==> src/logic/mfs_pkg.sv <==
// Package for the motion fault supervisor: register map, fault codes, layouts
package mfs_pkg;
  localparam int unsigned CLK_HZ     = 25000000;
  localparam int unsigned HIST_DEPTH = 16;
  localparam int unsigned NV_DEPTH   = 15;

  // Register byte offsets
  localparam logic [7:0] REG_STATUS  = 8'h00;
  localparam logic [7:0] REG_MASK    = 8'h04;
  localparam logic [7:0] REG_CTRL    = 8'h08;
  localparam logic [7:0] REG_ACTIVE  = 8'h0c;
  localparam logic [7:0] REG_IO      = 8'h10;
  localparam logic [7:0] REG_HCOUNT  = 8'h14;
  localparam logic [7:0] REG_LIMREV  = 8'h18;
  localparam logic [7:0] REG_LIMFWD  = 8'h1c;
  localparam logic [7:0] REG_MAXSPD  = 8'h20;
  localparam logic [7:0] REG_SPDERR  = 8'h24;
  localparam logic [7:0] REG_TMO     = 8'h28;
  localparam logic [7:0] REG_CURERR  = 8'h2c;
  localparam logic [7:0] REG_HIST0   = 8'h40;
  localparam logic [7:0] REG_HISTEND = 8'h7c;

  // Control register bits
  localparam int unsigned CTRL_RESET_BIT = 0;

  // Reset values of limits and the interrupt mask
  localparam logic [15:0] LIMREV_RST = 16'h0000;
  localparam logic [15:0] LIMFWD_RST = 16'hffff;
  localparam logic [15:0] MAXSPD_RST = 16'hffff;
  localparam logic [15:0] SPDERR_RST = 16'hffff;
  localparam logic [15:0] TMO_RST    = 16'hffff;
  localparam logic [15:0] CURERR_RST = 16'hffff;
  localparam logic [15:0] MASK_RST   = 16'h0000;

  // Fault codes, status bit n-1 belongs to code n
  localparam logic [7:0] F_ADC    = 8'h01;
  localparam logic [7:0] F_BRAKE  = 8'h02;
  localparam logic [7:0] F_POS    = 8'h03;
  localparam logic [7:0] F_REVLIM = 8'h04;
  localparam logic [7:0] F_FWDLIM = 8'h05;
  localparam logic [7:0] F_SPEED  = 8'h06;
  localparam logic [7:0] F_SPDFOL = 8'h07;
  localparam logic [7:0] F_ENABLE = 8'h08;
  localparam logic [7:0] F_TMO    = 8'h09;
  localparam logic [7:0] F_CURFOL = 8'h0a;
  localparam int unsigned N_FAULT = 10;
  localparam logic [9:0] SYS_FAIL_MASK = 10'h003;

  typedef struct packed {
    logic [15:0] pos;
    logic [15:0] vel;
    logic [15:0] vel_cmd;
    logic [15:0] move_time;
    logic [15:0] move_cmd_time;
    logic [15:0] cur_err;
    logic        adc_ref_low;
    logic        brake_over;
    logic        pos_fail;
    logic        move_req;
    logic        moving;
  } mfs_meas_t;
endpackage

==> src/logic/mfs_supervisor.sv <==
// Motion fault supervisor: fault detection, latching, history and Wishbone access
module mfs_supervisor
#(
  parameter int unsigned HIST_DEPTH = mfs_pkg::HIST_DEPTH,
  parameter int unsigned NV_DEPTH   = mfs_pkg::NV_DEPTH
)
(
  input  wire logic             I_CLK,
  input  wire logic             I_RSTN,
  input  wire logic             I_ENABLE,
  input  wire mfs_pkg::mfs_meas_t I_MEAS,
  input  wire logic             I_WB_CYC,
  input  wire logic             I_WB_STB,
  input  wire logic             I_WB_WE,
  input  wire logic [7:0]       I_WB_ADR,
  input  wire logic [3:0]       I_WB_SEL,
  input  wire logic [31:0]      I_WB_DAT,
  output logic      [31:0]      O_WB_DAT,
  output logic                  O_WB_ACK,
  output logic                  O_FAULT_LAMP,
  output logic                  O_MOTION_EN,
  output logic                  O_IRQ,
  output logic                  O_CTRL_RESET
);
  localparam int unsigned NF = mfs_pkg::N_FAULT;

  logic [NF-1:0] active_r;
  logic [NF-1:0] status_r;
  logic [15:0]   mask_r;
  logic [15:0]   limrev_r, limfwd_r, maxspd_r, spderr_r, tmo_r, curerr_r;
  logic [7:0]    hist_r [HIST_DEPTH];
  logic [4:0]    hcount_r;
  logic          enable_d_r;
  logic [NF-1:0] det;
  logic [NF-1:0] new_fault;
  logic [7:0]    new_code;
  logic          wr_stb, rd_stb, ctrl_rst_wr;
  logic [16:0]   spd_diff;
  logic [16:0]   overrun;
  logic          clr_evt;

  function automatic logic [15:0] abs_diff(input logic [15:0] a, input logic [15:0] b);
    abs_diff = (a > b) ? a - b : b - a;
  endfunction

  // One-hot status bit of a fault code; code 00 gives no bit
  function automatic logic [NF-1:0] code_bit(input logic [7:0] code);
    code_bit = '0;
    if (code != 8'h00)
      code_bit = NF'(1) << (code - 8'h01);
  endfunction

  assign wr_stb = I_WB_CYC && I_WB_STB && I_WB_WE && !O_WB_ACK;
  assign rd_stb = I_WB_CYC && I_WB_STB && !I_WB_WE && !O_WB_ACK;
  assign ctrl_rst_wr = wr_stb && (I_WB_ADR == mfs_pkg::REG_CTRL) && I_WB_SEL[0]
                       && I_WB_DAT[mfs_pkg::CTRL_RESET_BIT];
  // Enable rising edge or host reset; system failures survive both
  assign clr_evt = ctrl_rst_wr || (I_ENABLE && !enable_d_r);

  // Fault detection
  always_comb
  begin
    spd_diff = {1'b0, abs_diff(I_MEAS.vel_cmd, I_MEAS.vel)};
    overrun  = {1'b0, I_MEAS.move_time} - {1'b0, I_MEAS.move_cmd_time};
    det = '0;
    det[mfs_pkg::F_ADC - 1]    = I_MEAS.adc_ref_low;
    det[mfs_pkg::F_BRAKE - 1]  = I_MEAS.brake_over;
    det[mfs_pkg::F_POS - 1]    = I_MEAS.pos_fail;
    det[mfs_pkg::F_REVLIM - 1] = I_MEAS.pos < limrev_r;
    det[mfs_pkg::F_FWDLIM - 1] = I_MEAS.pos > limfwd_r;
    det[mfs_pkg::F_SPEED - 1]  = I_MEAS.vel > maxspd_r;
    det[mfs_pkg::F_SPDFOL - 1] = I_MEAS.moving && spd_diff[15:0] > spderr_r;
    det[mfs_pkg::F_ENABLE - 1] = I_MEAS.move_req && !I_ENABLE;
    det[mfs_pkg::F_TMO - 1]    = I_MEAS.moving && !overrun[16]
                                 && overrun[15:0] >= tmo_r;
    det[mfs_pkg::F_CURFOL - 1] = I_MEAS.cur_err > curerr_r;
  end

  assign new_fault = det & ~active_r;

  // Lowest code wins when several arrive together; the rest follow one per cycle after
  always_comb
  begin
    new_code = 8'h00;
    for (int i = NF - 1; i >= 0; i--)
      if (new_fault[i])
        new_code = 8'(i + 1);
  end

  // Active fault latches
  always_ff @(posedge I_CLK or negedge I_RSTN)
  begin
    if (!I_RSTN)
      active_r <= '0;
    else
    begin
      if (clr_evt)
        active_r <= (active_r & mfs_pkg::SYS_FAIL_MASK) | (det & mfs_pkg::SYS_FAIL_MASK);
      else if (new_code != 8'h00)
        active_r <= active_r | code_bit(new_code);
    end
  end

  always_ff @(posedge I_CLK or negedge I_RSTN)
  begin
    if (!I_RSTN)
      enable_d_r <= 1'b0;
    else
      enable_d_r <= I_ENABLE;
  end

  // History shift register, newest in slot 0
  always_ff @(posedge I_CLK or negedge I_RSTN)
  begin
    if (!I_RSTN)
    begin
      for (int i = 0; i < HIST_DEPTH; i++)
        hist_r[i] <= 8'h00;
      hcount_r <= '0;
    end
    else if (new_code != 8'h00 && !clr_evt)
    begin
      hist_r[0] <= new_code;
      for (int i = 1; i < HIST_DEPTH; i++)
        hist_r[i] <= hist_r[i-1];
      if (hcount_r != 5'(HIST_DEPTH))
        hcount_r <= hcount_r + 5'h01;
    end
  end

  // Sticky interrupt status, set wins over write-one-to-clear
  always_ff @(posedge I_CLK or negedge I_RSTN)
  begin
    if (!I_RSTN)
      status_r <= '0;
    else
    begin
      logic [NF-1:0] clr;
      logic [NF-1:0] setv;
      clr = '0;
      setv = '0;
      setv = code_bit(new_code);
      if (wr_stb && I_WB_ADR == mfs_pkg::REG_STATUS)
        clr = I_WB_DAT[NF-1:0];
      status_r <= (status_r & ~clr) | setv;
    end
  end

  // Configuration registers
  always_ff @(posedge I_CLK or negedge I_RSTN)
  begin
    if (!I_RSTN)
    begin
      mask_r   <= mfs_pkg::MASK_RST;
      limrev_r <= mfs_pkg::LIMREV_RST;
      limfwd_r <= mfs_pkg::LIMFWD_RST;
      maxspd_r <= mfs_pkg::MAXSPD_RST;
      spderr_r <= mfs_pkg::SPDERR_RST;
      tmo_r    <= mfs_pkg::TMO_RST;
      curerr_r <= mfs_pkg::CURERR_RST;
    end
    else if (wr_stb && I_WB_SEL[1:0] == 2'b11)
    begin
      case (I_WB_ADR)
        mfs_pkg::REG_MASK:   mask_r   <= I_WB_DAT[15:0];
        mfs_pkg::REG_LIMREV: limrev_r <= I_WB_DAT[15:0];
        mfs_pkg::REG_LIMFWD: limfwd_r <= I_WB_DAT[15:0];
        mfs_pkg::REG_MAXSPD: maxspd_r <= I_WB_DAT[15:0];
        mfs_pkg::REG_SPDERR: spderr_r <= I_WB_DAT[15:0];
        mfs_pkg::REG_TMO:    tmo_r    <= I_WB_DAT[15:0];
        mfs_pkg::REG_CURERR: curerr_r <= I_WB_DAT[15:0];
        default: ;
      endcase
    end
  end

  // Bus answer one cycle after the strobe, dropped the cycle after
  always_ff @(posedge I_CLK or negedge I_RSTN)
  begin
    if (!I_RSTN)
    begin
      O_WB_ACK <= 1'b0;
      O_WB_DAT <= '0;
    end
    else
    begin
      O_WB_ACK <= (wr_stb || rd_stb);
      O_WB_DAT <= '0;
      if (rd_stb)
      begin
        if (I_WB_ADR >= mfs_pkg::REG_HIST0 && I_WB_ADR <= mfs_pkg::REG_HISTEND)
          O_WB_DAT <= {24'h0, hist_r[4'(I_WB_ADR[5:2])]};
        else
          case (I_WB_ADR)
            mfs_pkg::REG_STATUS: O_WB_DAT <= {22'h0, status_r};
            mfs_pkg::REG_MASK:   O_WB_DAT <= {16'h0, mask_r};
            mfs_pkg::REG_ACTIVE: O_WB_DAT <= {22'h0, active_r};
            mfs_pkg::REG_IO:     O_WB_DAT <= {27'h0, I_MEAS.moving, I_MEAS.move_req,
                                              O_FAULT_LAMP, O_MOTION_EN, I_ENABLE};
            mfs_pkg::REG_HCOUNT: O_WB_DAT <= {27'h0, hcount_r};
            mfs_pkg::REG_LIMREV: O_WB_DAT <= {16'h0, limrev_r};
            mfs_pkg::REG_LIMFWD: O_WB_DAT <= {16'h0, limfwd_r};
            mfs_pkg::REG_MAXSPD: O_WB_DAT <= {16'h0, maxspd_r};
            mfs_pkg::REG_SPDERR: O_WB_DAT <= {16'h0, spderr_r};
            mfs_pkg::REG_TMO:    O_WB_DAT <= {16'h0, tmo_r};
            mfs_pkg::REG_CURERR: O_WB_DAT <= {16'h0, curerr_r};
            default:             O_WB_DAT <= '0;
          endcase
      end
    end
  end

  // Outputs registered; motion blocked by disable or any active fault
  always_ff @(posedge I_CLK or negedge I_RSTN)
  begin
    if (!I_RSTN)
    begin
      O_FAULT_LAMP <= 1'b0;
      O_MOTION_EN  <= 1'b0;
      O_IRQ        <= 1'b0;
      O_CTRL_RESET <= 1'b0;
    end
    else
    begin
      O_FAULT_LAMP <= |active_r;
      O_MOTION_EN  <= I_ENABLE && !(|active_r);
      O_IRQ        <= |(status_r & mask_r[NF-1:0]);
      O_CTRL_RESET <= ctrl_rst_wr;
    end
  end

  // Checks
  a_sysfail_sticky: assert property (@(posedge I_CLK) disable iff (!I_RSTN)
    active_r[0] |=> active_r[0]) else $error("System fault 01 cleared");
  a_brake_sticky: assert property (@(posedge I_CLK) disable iff (!I_RSTN)
    active_r[1] |=> active_r[1]) else $error("System fault 02 cleared");
  a_enable_clears: assert property (@(posedge I_CLK) disable iff (!I_RSTN)
    (I_ENABLE && !enable_d_r) |=> (active_r[NF-1:2] == '0))
    else $error("Enable edge did not clear faults");
  a_lamp_follows: assert property (@(posedge I_CLK) disable iff (!I_RSTN)
    (|active_r) |=> O_FAULT_LAMP) else $error("Lamp off with fault");
  a_motion_gate: assert property (@(posedge I_CLK) disable iff (!I_RSTN)
    O_MOTION_EN |-> $past(I_ENABLE)) else $error("Motion without enable");
  a_enable_fault: assert property (@(posedge I_CLK) disable iff (!I_RSTN)
    (I_MEAS.move_req && !I_ENABLE && !clr_evt
     && new_fault[mfs_pkg::F_ENABLE - 2:0] == '0)
    |=> active_r[mfs_pkg::F_ENABLE - 1]) else $error("Fault 08 missed");
  a_adc_fault: assert property (@(posedge I_CLK) disable iff (!I_RSTN)
    I_MEAS.adc_ref_low |=> active_r[0]) else $error("Fault 01 missed");
  a_hist_push: assert property (@(posedge I_CLK) disable iff (!I_RSTN)
    (new_code != 8'h00 && !ctrl_rst_wr && !(I_ENABLE && !enable_d_r))
    |=> hist_r[0] == $past(new_code) && hist_r[1] == $past(hist_r[0]))
    else $error("History push wrong");
  a_hist_count: assert property (@(posedge I_CLK) disable iff (!I_RSTN)
    hcount_r <= 5'(HIST_DEPTH)) else $error("History count overflow");
  a_ack_pulse: assert property (@(posedge I_CLK) disable iff (!I_RSTN)
    O_WB_ACK |=> !O_WB_ACK) else $error("Ack held two cycles");

  // Latching, history and status checks
  a_fault_latch: assert property (@(posedge I_CLK) disable iff (!I_RSTN)
    (new_code != 8'h00 && !clr_evt)
    |=> (active_r & $past(code_bit(new_code))) != '0)
    else $error("New fault not latched");

  a_status_set: assert property (@(posedge I_CLK) disable iff (!I_RSTN)
    (new_code != 8'h00)
    |=> (status_r & $past(code_bit(new_code))) == $past(code_bit(new_code)))
    else $error("Status bit not set");

  a_status_w1c: assert property (@(posedge I_CLK) disable iff (!I_RSTN)
    (wr_stb && I_WB_ADR == mfs_pkg::REG_STATUS && new_code == 8'h00)
    |=> (status_r & $past(I_WB_DAT[NF-1:0])) == '0)
    else $error("Status bit not cleared");

  a_hcount_step: assert property (@(posedge I_CLK) disable iff (!I_RSTN)
    (new_code != 8'h00 && !clr_evt && hcount_r != 5'(HIST_DEPTH))
    |=> hcount_r == $past(hcount_r) + 5'h01)
    else $error("History count not advanced");

  a_hist_hold: assert property (@(posedge I_CLK) disable iff (!I_RSTN)
    (new_code == 8'h00 || clr_evt)
    |=> $stable(hcount_r) && hist_r[0] == $past(hist_r[0]))
    else $error("History moved without a fault");

  a_hist_read: assert property (@(posedge I_CLK) disable iff (!I_RSTN)
    (rd_stb && I_WB_ADR == mfs_pkg::REG_HIST0)
    |=> O_WB_DAT == {24'h0, $past(hist_r[0])})
    else $error("Newest history slot misread");

  // Bus and output checks
  a_ack_answer: assert property (@(posedge I_CLK) disable iff (!I_RSTN)
    (wr_stb || rd_stb)
    |=> O_WB_ACK)
    else $error("Bus request not acked");

  a_rdata_idle: assert property (@(posedge I_CLK) disable iff (!I_RSTN)
    !O_WB_ACK
    |-> O_WB_DAT == '0)
    else $error("Read data without ack");

  a_limit_write: assert property (@(posedge I_CLK) disable iff (!I_RSTN)
    (wr_stb && I_WB_ADR == mfs_pkg::REG_LIMREV && I_WB_SEL[1:0] == 2'b11)
    |=> limrev_r == $past(I_WB_DAT[15:0]))
    else $error("Reverse limit write lost");

  a_cfg_guard: assert property (@(posedge I_CLK) disable iff (!I_RSTN)
    (wr_stb && I_WB_SEL[1:0] != 2'b11)
    |=> $stable(mask_r) && $stable(limfwd_r))
    else $error("Partial write changed config");

  a_ctrl_pulse: assert property (@(posedge I_CLK) disable iff (!I_RSTN)
    ctrl_rst_wr
    |=> O_CTRL_RESET)
    else $error("Controller reset pulse missing");

  a_motion_block: assert property (@(posedge I_CLK) disable iff (!I_RSTN)
    (|active_r)
    |=> !O_MOTION_EN)
    else $error("Motion allowed with fault");

  a_motion_on: assert property (@(posedge I_CLK) disable iff (!I_RSTN)
    (I_ENABLE && active_r == '0)
    |=> O_MOTION_EN)
    else $error("Motion blocked without cause");

  a_lamp_clear: assert property (@(posedge I_CLK) disable iff (!I_RSTN)
    (active_r == '0)
    |=> !O_FAULT_LAMP)
    else $error("Lamp lit without fault");

  a_irq_level: assert property (@(posedge I_CLK) disable iff (!I_RSTN)
    1'b1
    |=> O_IRQ == $past(|(status_r & mask_r[NF-1:0])))
    else $error("Interrupt level wrong");

  c_fault_raised: cover property (@(posedge I_CLK) disable iff (!I_RSTN) $rose(O_FAULT_LAMP));
  c_hist_full: cover property (@(posedge I_CLK) disable iff (!I_RSTN) hcount_r == 5'(HIST_DEPTH));
  c_enable_clear: cover property (@(posedge I_CLK) disable iff (!I_RSTN) $fell(O_FAULT_LAMP));
  c_irq: cover property (@(posedge I_CLK) disable iff (!I_RSTN) $rose(O_IRQ));
  c_sys_fail: cover property (@(posedge I_CLK) disable iff (!I_RSTN) active_r[1:0] != 2'b00);
endmodule

==> config.mk <==
export PLATFORM = sky130hd
export DESIGN_NAME = mfs_supervisor
export DESIGN_NICKNAME = d
export VERILOG_FILES = /design/src/logic/mfs_pkg.sv /design/src/logic/mfs_supervisor.sv
export SDC_FILE = /design/constraint.sdc
export NUM_CORES = 1
export LEC_CHECK = 0
export BUFFER_PORTS_ARGS = -buffer_cell sky130_fd_sc_hd__buf_2
export CAP_MARGIN = 15
export CORE_MARGIN = 4
export CORE_UTILIZATION = 30
export CTS_BUF_LIST = sky130_fd_sc_hd__clkbuf_8
export DETAILED_ROUTE_END_ITERATION = 8
export GPL_TIMING_DRIVEN = 1
export PLACE_DENSITY = 0.56
export SLEW_MARGIN = 0
export SYNTH_ARGS = -nofsm -noshare
export SYNTH_HDL_FRONTEND = slang
export SYNTH_SLANG_ARGS = --single-unit
==> constraint.sdc <==
create_clock -name I_CLK -period 4.6 [get_ports I_CLK]
set_input_delay 0.69 -clock I_CLK [delete_from_list [all_inputs] [get_ports I_CLK]]
set_output_delay 0.69 -clock I_CLK [all_outputs]
set_load 0.1 [all_outputs]
==> results.tsv, run 1 <==
stage	metric	value	unit
status	outcome	finished, violations left	
status	violations	negative setup slack	
route	wirelength	45.9	mm
cts	cts_buffer_depth	3	
power	irDropWorstVdd	0.218	mV
timing	period_needed	5.68	ns
placed_design	dp_slack	-1.69	ns
finish	layoutNonFillerInstCount	2471	
worst_setup_path	crit_slowest_cell	a311oi_4	
power	leakagePower	9.41	nW
floorplanning	die_x	229	microns
grt	antenna_found_initial	6	
timing	setup_viol	89	
route	antenna_left	0	
grt	grt_max_degree	124	
route	remaining_drc_errors	0	
grt	grt.total_usage	0.170	
logic_synthesis	synthArstFlopShare	1.00	
finish	final_nets	2128	
cts	htreeDepth	2	
finish	drive_gt1_frac	0.351	
grt	gr-total-overflow	0	
timing	slew_viol_final	0	
power	power_frac_comb	0.333	
floorplanning	initial_core_util	0.305	
logic_synthesis	netlist_top_cells_area	dfrtp_1 (24%), dfstp_2 (14%), ha_1 (13%), mux2_2 (6.6%), o21ai_0 (4.5%)	
power	p_int	0.00459	W
worst_setup_path	worstPathArrival	6.14	ns
grt	grt_pass1_vias	12800	
timing	maxSlewHeadroom	0.319	
placed_design	placed_cells	2389	
timing	rsz0062_at_grt	yes	
route	vias	12600	
timing	fmax	0.176	GHz
cts	insertion_delay	0.55	ns
logic_synthesis	synth-edff-count	0	
timing	finalHoldViolations	0	
grt	grt_pass1_wl	71.4	mm
timing	setup_slack	-1.08	ns
floorplanning	core_area	47900	sq um
route	first_pass_iters	8	
placed_design	port_buffers	153	
logic_synthesis	netlist_area	14600	sq um
finish	area_growth	26.9	%
power	switching_share	0.320	
cts	cts_sinks	223	
cts	path_clk_slew	0.07	ns
logic_synthesis	seq_area_frac_synth	0.388	
worst_setup_path	worstPathRequired	5.06	ns
worst_setup_path	endpoint_kind	flip-flop	
route	post_drt_via_cell_ratio	5.09	
timing	whs	0.263	ns
placed_design	gp_congestion	0.914	
logic_synthesis	synth_area_leader_cell	dfrtp_1	
timing	worst_slew_pin_slew	1.02	ns
worst_setup_path	crit_start	I_MEAS[53]	
logic_synthesis	ys_warn_count	0	
floorplanning	top_level_ports	188	
cts	numCtsBuffers	38	
placed_design	place_area	17400	sq um
logic_synthesis	synth.avg_cell_area	9.74	sq um
power	p_per_area	364	nW/um^2
power	p_clk_frac	0.285	
worst_setup_path	startpoint_type	input pin	
worst_setup_path	crit_path_max_incr_delay	0.34	ns
logic_synthesis	netlist.area_leader.share	0.245	
cts	root_buffer	clkbuf_8	
worst_setup_path	crit_type	in -> reg	
worst_setup_path	r2r-start	curerr_r[15]	
timing	clock_skew	0.0166	ns
logic_synthesis	ys.flop_type	dfrtp_1	
min_path	worst_hold_path_type	in -> async	
route	avgRoutedWirePerCell	18.6	microns
placed_design	dp_hpwl	36.2	mm
timing	min_period_over_period	1.23	
logic_synthesis	ys_seq_elements	223	
power	switching_power	0.00216	W
floorplanning	die_area	52400	sq um
finish	final_cell_area	18600	sq um
route	drt_iter0_markers	943	
logic_synthesis	ys_types	77	
floorplanning	die_height	229	microns
logic_synthesis	netlist_instances	1502	
power	seq_power_share	0.381	
timing	fin_tns_setup	-87.37	ns
worst_setup_path	critPathMaxFanout	4	
cts	cts_tree	yes	
floorplanning	row_count	80	
flow_run	cap_viol_max_count	0	
## per-stage QoR
stage,utilization,total power [W]
floorplan,-,0.00387
global placement,0.363,0.00458
detailed placement,0.363,0.00463
CTS,0.387,0.00679
global route,0.387,0.00714
finish,0.387,0.00675
## Yosys cell counts, drive strengths merged (17+ instances only)
master and n:
a21o 48, a21oi 71, a222oi 28, a22oi 17, a31oi 22, buf 30
clkbuf 49, dfrtp 143, dfstp 80, ha 147, inv 163, mux2 87
mux4 20, nand2 151, nand3 24, nor2 70, o21ai 133, xnor2 22
## state kept, by name, indices dropped and copies added, names as in the netlist, 5 cells and up
| name | count |
|---|---|
| O_WB_DAT | 16 |
| active_r | 10 |
| curerr_r | 16 |
| hcount_r | 5 |
| hist_r | 64 |
| limfwd_r | 16 |
| limrev_r | 16 |
| mask_r | 16 |
| maxspd_r | 16 |
| spderr_r | 16 |
| status_r | 10 |
| tmo_r | 16 |
## routing by layer
| layer | up-vias | wire length (microns) | GRT usage |
|---|---|---|---|
| li1 | 6014 | - | - |
| met1 | 6117 | 19700 | 0.219 |
| met2 | 353 | 22500 | 0.296 |
| met3 | 81 | 2650 | 0.0333 |
| met4 | 8 | 1090 | 0.0409 |
| met5 | - | 66 | 0 |
## critical path: cells and delay by family
| family | cells | cell delay, ns |
|---|---|---|
| AOI/OAI and AO/OA | 12 | 2.55 |
| xor gates and xnor gates | 1 | 0.14 |
| adders and majority gates | 4 | 0.87 |
| buffers and inverters | 6 | 0.55 |
| muxes | 1 | 0.31 |
| and+or+nand+nor | 7 | 1.03 |
## power groups by stage
| stage | sequential, W | clock [W] | combinational, W |
|---|---|---|---|
| after floorplan | 0.00249 | 0 | 0.00138 |
| after global placement | 0.00259 | 0 | 0.00199 |
| after detailed placement | 0.00260 | 0 | 0.00203 |
| after CTS | 0.00257 | 0.00197 | 0.00224 |
| after global routing | 0.00262 | 0.00207 | 0.00245 |
| final | 0.00258 | 0.00193 | 0.00225 |
## cell families (layout without fill, tap and decap cells)
| kind of cell | Yosys count | in the layout | synth area share |
|---|---|---|---|
| compound gates | 407 | 407 | 0.189 |
| xor+xnor | 28 | 28 | 0.0168 |
| fa+ha+maj | 150 | 150 | 0.130 |
| buf+inv | 242 | 580 | 0.0684 |
| flops | 223 | 223 | 0.388 |
| mux | 113 | 113 | 0.102 |
| other cells | 1 | 17 | 0.000256 |
| simple gates | 338 | 338 | 0.106 |
## final timing paths
check                               to  slack, ns  cells past startpoint
setup / recovery           active_r[1]      -1.08                     31
hold / removal              hist_r[18]       0.26                      1
setup reg to reg           hist_r[112]       0.39                     16
hold reg to reg               O_WB_ACK       0.48                      1
max in group asynchronous    tmo_r[10]       3.16                      2
min in group I_CLK          enable_d_r       0.37                      1
## repair_timing
action	CTS	global route
resized for setup	38	4
hold endpoints to repair	0	0
hold buffers	0	0
pin swaps	2	1
setup buffers	7	3
endpoints found under the setup margin	89	89
gates cloned	3	0
## placed cells by master, fill, tap and decap left out, types with 8 or more instances in the layout
cell,Yosys,layout
nor2b_1,15,14
nor3_2,1,8
a222oi_1,28,28
nand2_1,151,151
nor2_1,69,66
a221oi_1,11,11
o21a_1,10,10
mux2_4,0,9
nand2b_1,10,9
a31oi_1,22,21
ha_1,147,143
nand4_1,16,16
a21o_1,48,48
buf_2,5,151
mux2_2,86,77
xnor2_1,22,22
a21oi_1,69,66
o21ai_0,132,124
dfstp_2,80,80
buf_4,21,186
a22oi_1,17,17
mux4_2,20,20
inv_1,163,170
clkbuf_8,0,55
a221o_1,9,9
nand3_1,24,23
dfrtp_1,143,143
conb_1,1,16
## final cells by class
| type | count | area, sq um |
|---|---|---|
| antenna | 1 | 2.50 |
| clock buffer | 54 | 743 |
| clock inverter | 14 | 85.1 |
| fill | 4752 | 29400 |
| inverter | 163 | 624 |
| multi-input combinational | 1052 | 8270 |
| sequential | 223 | 5680 |
| tap | 615 | 769 |
| timing repair buffer | 349 | 2390 |
No activity file was read; power rests on OpenSTA's default activity.
==> run 2: changes to the inputs <==
--- a/config.mk
+++ b/config.mk
@@ -13,6 +13,7 @@
 export DETAILED_ROUTE_END_ITERATION = 8
 export GPL_TIMING_DRIVEN = 1
 export PLACE_DENSITY = 0.56
+export SETUP_SLACK_MARGIN = 0.4
 export SLEW_MARGIN = 0
 export SYNTH_ARGS = -nofsm -noshare
 export SYNTH_HDL_FRONTEND = slang
==> results.tsv, run 2 (synthesis results as in run 1) <==
stage	metric	value	unit	change
min_path	worst_hold_path_type	in -> async		unchanged
status	violations	negative setup slack		unchanged
worst_setup_path	startpoint_type	input pin		unchanged
worst_setup_path	crit_slowest_cell	fa_2		was a311oi_4
floorplanning	initial_core_util	0.305		unchanged
finish	largest-register	hist_r		unchanged
worst_setup_path	crit_type	in -> reg		unchanged
finish	final_cell_area	18600	sq um	unchanged
cts	htreeDepth	2		unchanged
floorplanning	top_level_ports	188		unchanged
grt	antenna_found_initial	6		unchanged
floorplanning	die_x	229	microns	unchanged
power	p_clk_frac	0.285		about the same
power	power	0.00675	W	about the same
cts	cts_tree	yes		unchanged
timing	setup_viol	89		unchanged
placed_design	dp_slack	-1.69	ns	unchanged
timing	worst_slew_pin_slew	1.04	ns	was 1.02 ns
grt	grt_pass1_wl	71.4	mm	unchanged
timing	whs	0.269	ns	was 0.263 ns
worst_setup_path	crit_start	I_MEAS[53]		unchanged
power	p_per_area	364	nW/um^2	about the same
floorplanning	row_count	80		unchanged
route	antenna_left	0		unchanged
timing	fmax	0.176	GHz	about the same
cts	cts_sinks	223		unchanged
finish	fin_util	0.387		unchanged
power	p_int	0.00459	W	about the same
worst_setup_path	worstPathArrival	6.10	ns	was 6.14 ns
flow_run	cap_viol_max_count	0		unchanged
floorplanning	die_area	52400	sq um	unchanged
finish	final_nets	2128		unchanged
cts	numCtsBuffers	38		unchanged
finish	area_growth	26.9	%	unchanged
power	switching_share	0.320		about the same
route	avgRoutedWirePerCell	18.6	microns	about the same
status	outcome	finished, violations left		unchanged
cts	root_buffer	clkbuf_8		unchanged
grt	gr-total-overflow	0		unchanged
route	post_drt_via_cell_ratio	5.06		was 5.09
route	drt_iter0_markers	960		was 943
worst_setup_path	endpoint_kind	flip-flop		unchanged
cts	path_clk_slew	0.06	ns	was 0.07 ns
route	remaining_drc_errors	0		unchanged
grt	grt_max_degree	124		unchanged
route	first_pass_iters	8		unchanged
grt	grt_pass1_vias	12800		unchanged
placed_design	place_area	17400	sq um	unchanged
grt	grt.total_usage	0.170		unchanged
finish	drive_gt1_frac	0.351		unchanged
worst_setup_path	r2r-end	hist_r[112]		unchanged
worst_setup_path	critPathMaxFanout	10		was 4
worst_setup_path	r2r-start	curerr_r[15]		unchanged
timing	min_period_over_period	1.23		about the same
timing	clock_skew	0.0175	ns	was 0.0166 ns
placed_design	port_buffers	153		unchanged
finish	layout_common_cells	buf_4 (186), inv_1 (170), nand2_1 (151), buf_2 (151)		unchanged
power	seq_power_share	0.381		about the same
floorplanning	die_height	229	microns	unchanged
finish	fillCellCount	4752		unchanged
placed_design	gp_congestion	0.914		unchanged
worst_setup_path	rrSetupSlack	0.42	ns	was 0.39 ns
worst_setup_path	worstSetupEndpoint	hist_r[112]		was active_r[1]
route	wirelength	45.9	mm	about the same
timing	slew_viol_final	0		unchanged
placed_design	dp_hpwl	36.2	mm	unchanged
timing	maxSlewHeadroom	0.308		was 0.319
cts	cts_buffer_depth	3		unchanged
timing	rsz0062_at_grt	yes		unchanged
timing	period_needed	5.67	ns	was 5.68 ns
power	leakagePower	9.41	nW	unchanged
floorplanning	core_area	47900	sq um	unchanged
cts	insertion_delay	0.55	ns	about the same
power	switching_power	0.00216	W	about the same
power	power_frac_comb	0.333		about the same
worst_setup_path	crit_path_max_incr_delay	0.33	ns	was 0.34 ns
worst_setup_path	worstPathRequired	5.03	ns	was 5.06 ns
timing	setup_slack	-1.07	ns	was -1.08 ns
finish	largest_register_ffs	64		unchanged
route	vias	12500		was 12.6k
power	irDropWorstVdd	0.218	mV	about the same
worst_setup_path	r2r_cells	16		unchanged
timing	finalHoldViolations	0		unchanged
finish	final_common_cell	buf_4		unchanged
-- run 2: critical path, delay by kind of cell --
family	cells	cell delay [ns]
buffers and inverters	10	1.17
multiplexers	1	0.30
adder cells (fa/ha/maj)	4	0.89
AND/OR/NAND/NOR	5	0.82
XOR/XNOR	1	0.17
AO/OA/AOI/OAI	12	2.04
-- run 2: how the worst min path moves through the flow --
stage	startpoint	end	slack, ns	depth (start not counted)
floorplan	I_RSTN	O_CTRL_RESET	0.39	0
finish	I_RSTN	hist_r[18]	0.27	1
CTS	I_RSTN	O_WB_ACK	0.32	1
detailed placement	O_WB_ACK	O_WB_ACK	0.47	1
global route	I_ENABLE	enable_d_r	0.34	1
global placement	O_WB_ACK	O_WB_ACK	0.46	1
-- run 2: layout make-up --
type                            count  area, sq um  area share
Clock buffer                       54          743      0.0400
Sequential cell                   223         5680       0.306
Clock inverter                     14         85.1     0.00458
Inverter                          163          624      0.0336
Timing Repair Buffer              349         2390       0.129
Multi-Input combinational cell   1052         8270       0.446
Tap cell                          615          769      0.0414
Antenna cell                        1         2.50    0.000135
-- run 2: power by group through the flow --
stage	clock network [W]	registers, W	logic (W)
2_1_floorplan	0	0.00249	0.00138
5_1_grt	0.00207	0.00262	0.00245
4_1_cts	0.00197	0.00257	0.00224
3_3_place_gp	0	0.00259	0.00199
3_5_place_dp	0	0.00260	0.00203
6_report	0.00193	0.00258	0.00225
-- run 2: metrics by stage --
stage	TNS [ns]	instances
5_1_grt	-108.02	2470
6_report	-87.23	2471
3_3_place_gp	-140.43	2389
2_1_floorplan	-84.82	1517
4_1_cts	-83.83	2467
3_5_place_dp	-146.84	2389
-- run 2: per-layer routing --
layer,up-vias,share of wire,GRT usage
met2,345,0.49,0.296
met4,8,0.023,0.0409
met5,-,0.0013,0
li1,6003,-,-
met1,6077,0.43,0.219
met3,77,0.057,0.0333
-- run 2: what timing repair did --
action / in CTS / in global routing
gates cloned: 3 / 0
resized for setup: 38 / 4
hold buffers: 0 / 0
setup endpoints to repair: 89 / 89
endpoints found under the hold margin: 0 / 0
pin swaps: 2 / 1
setup buffers: 7 / 3
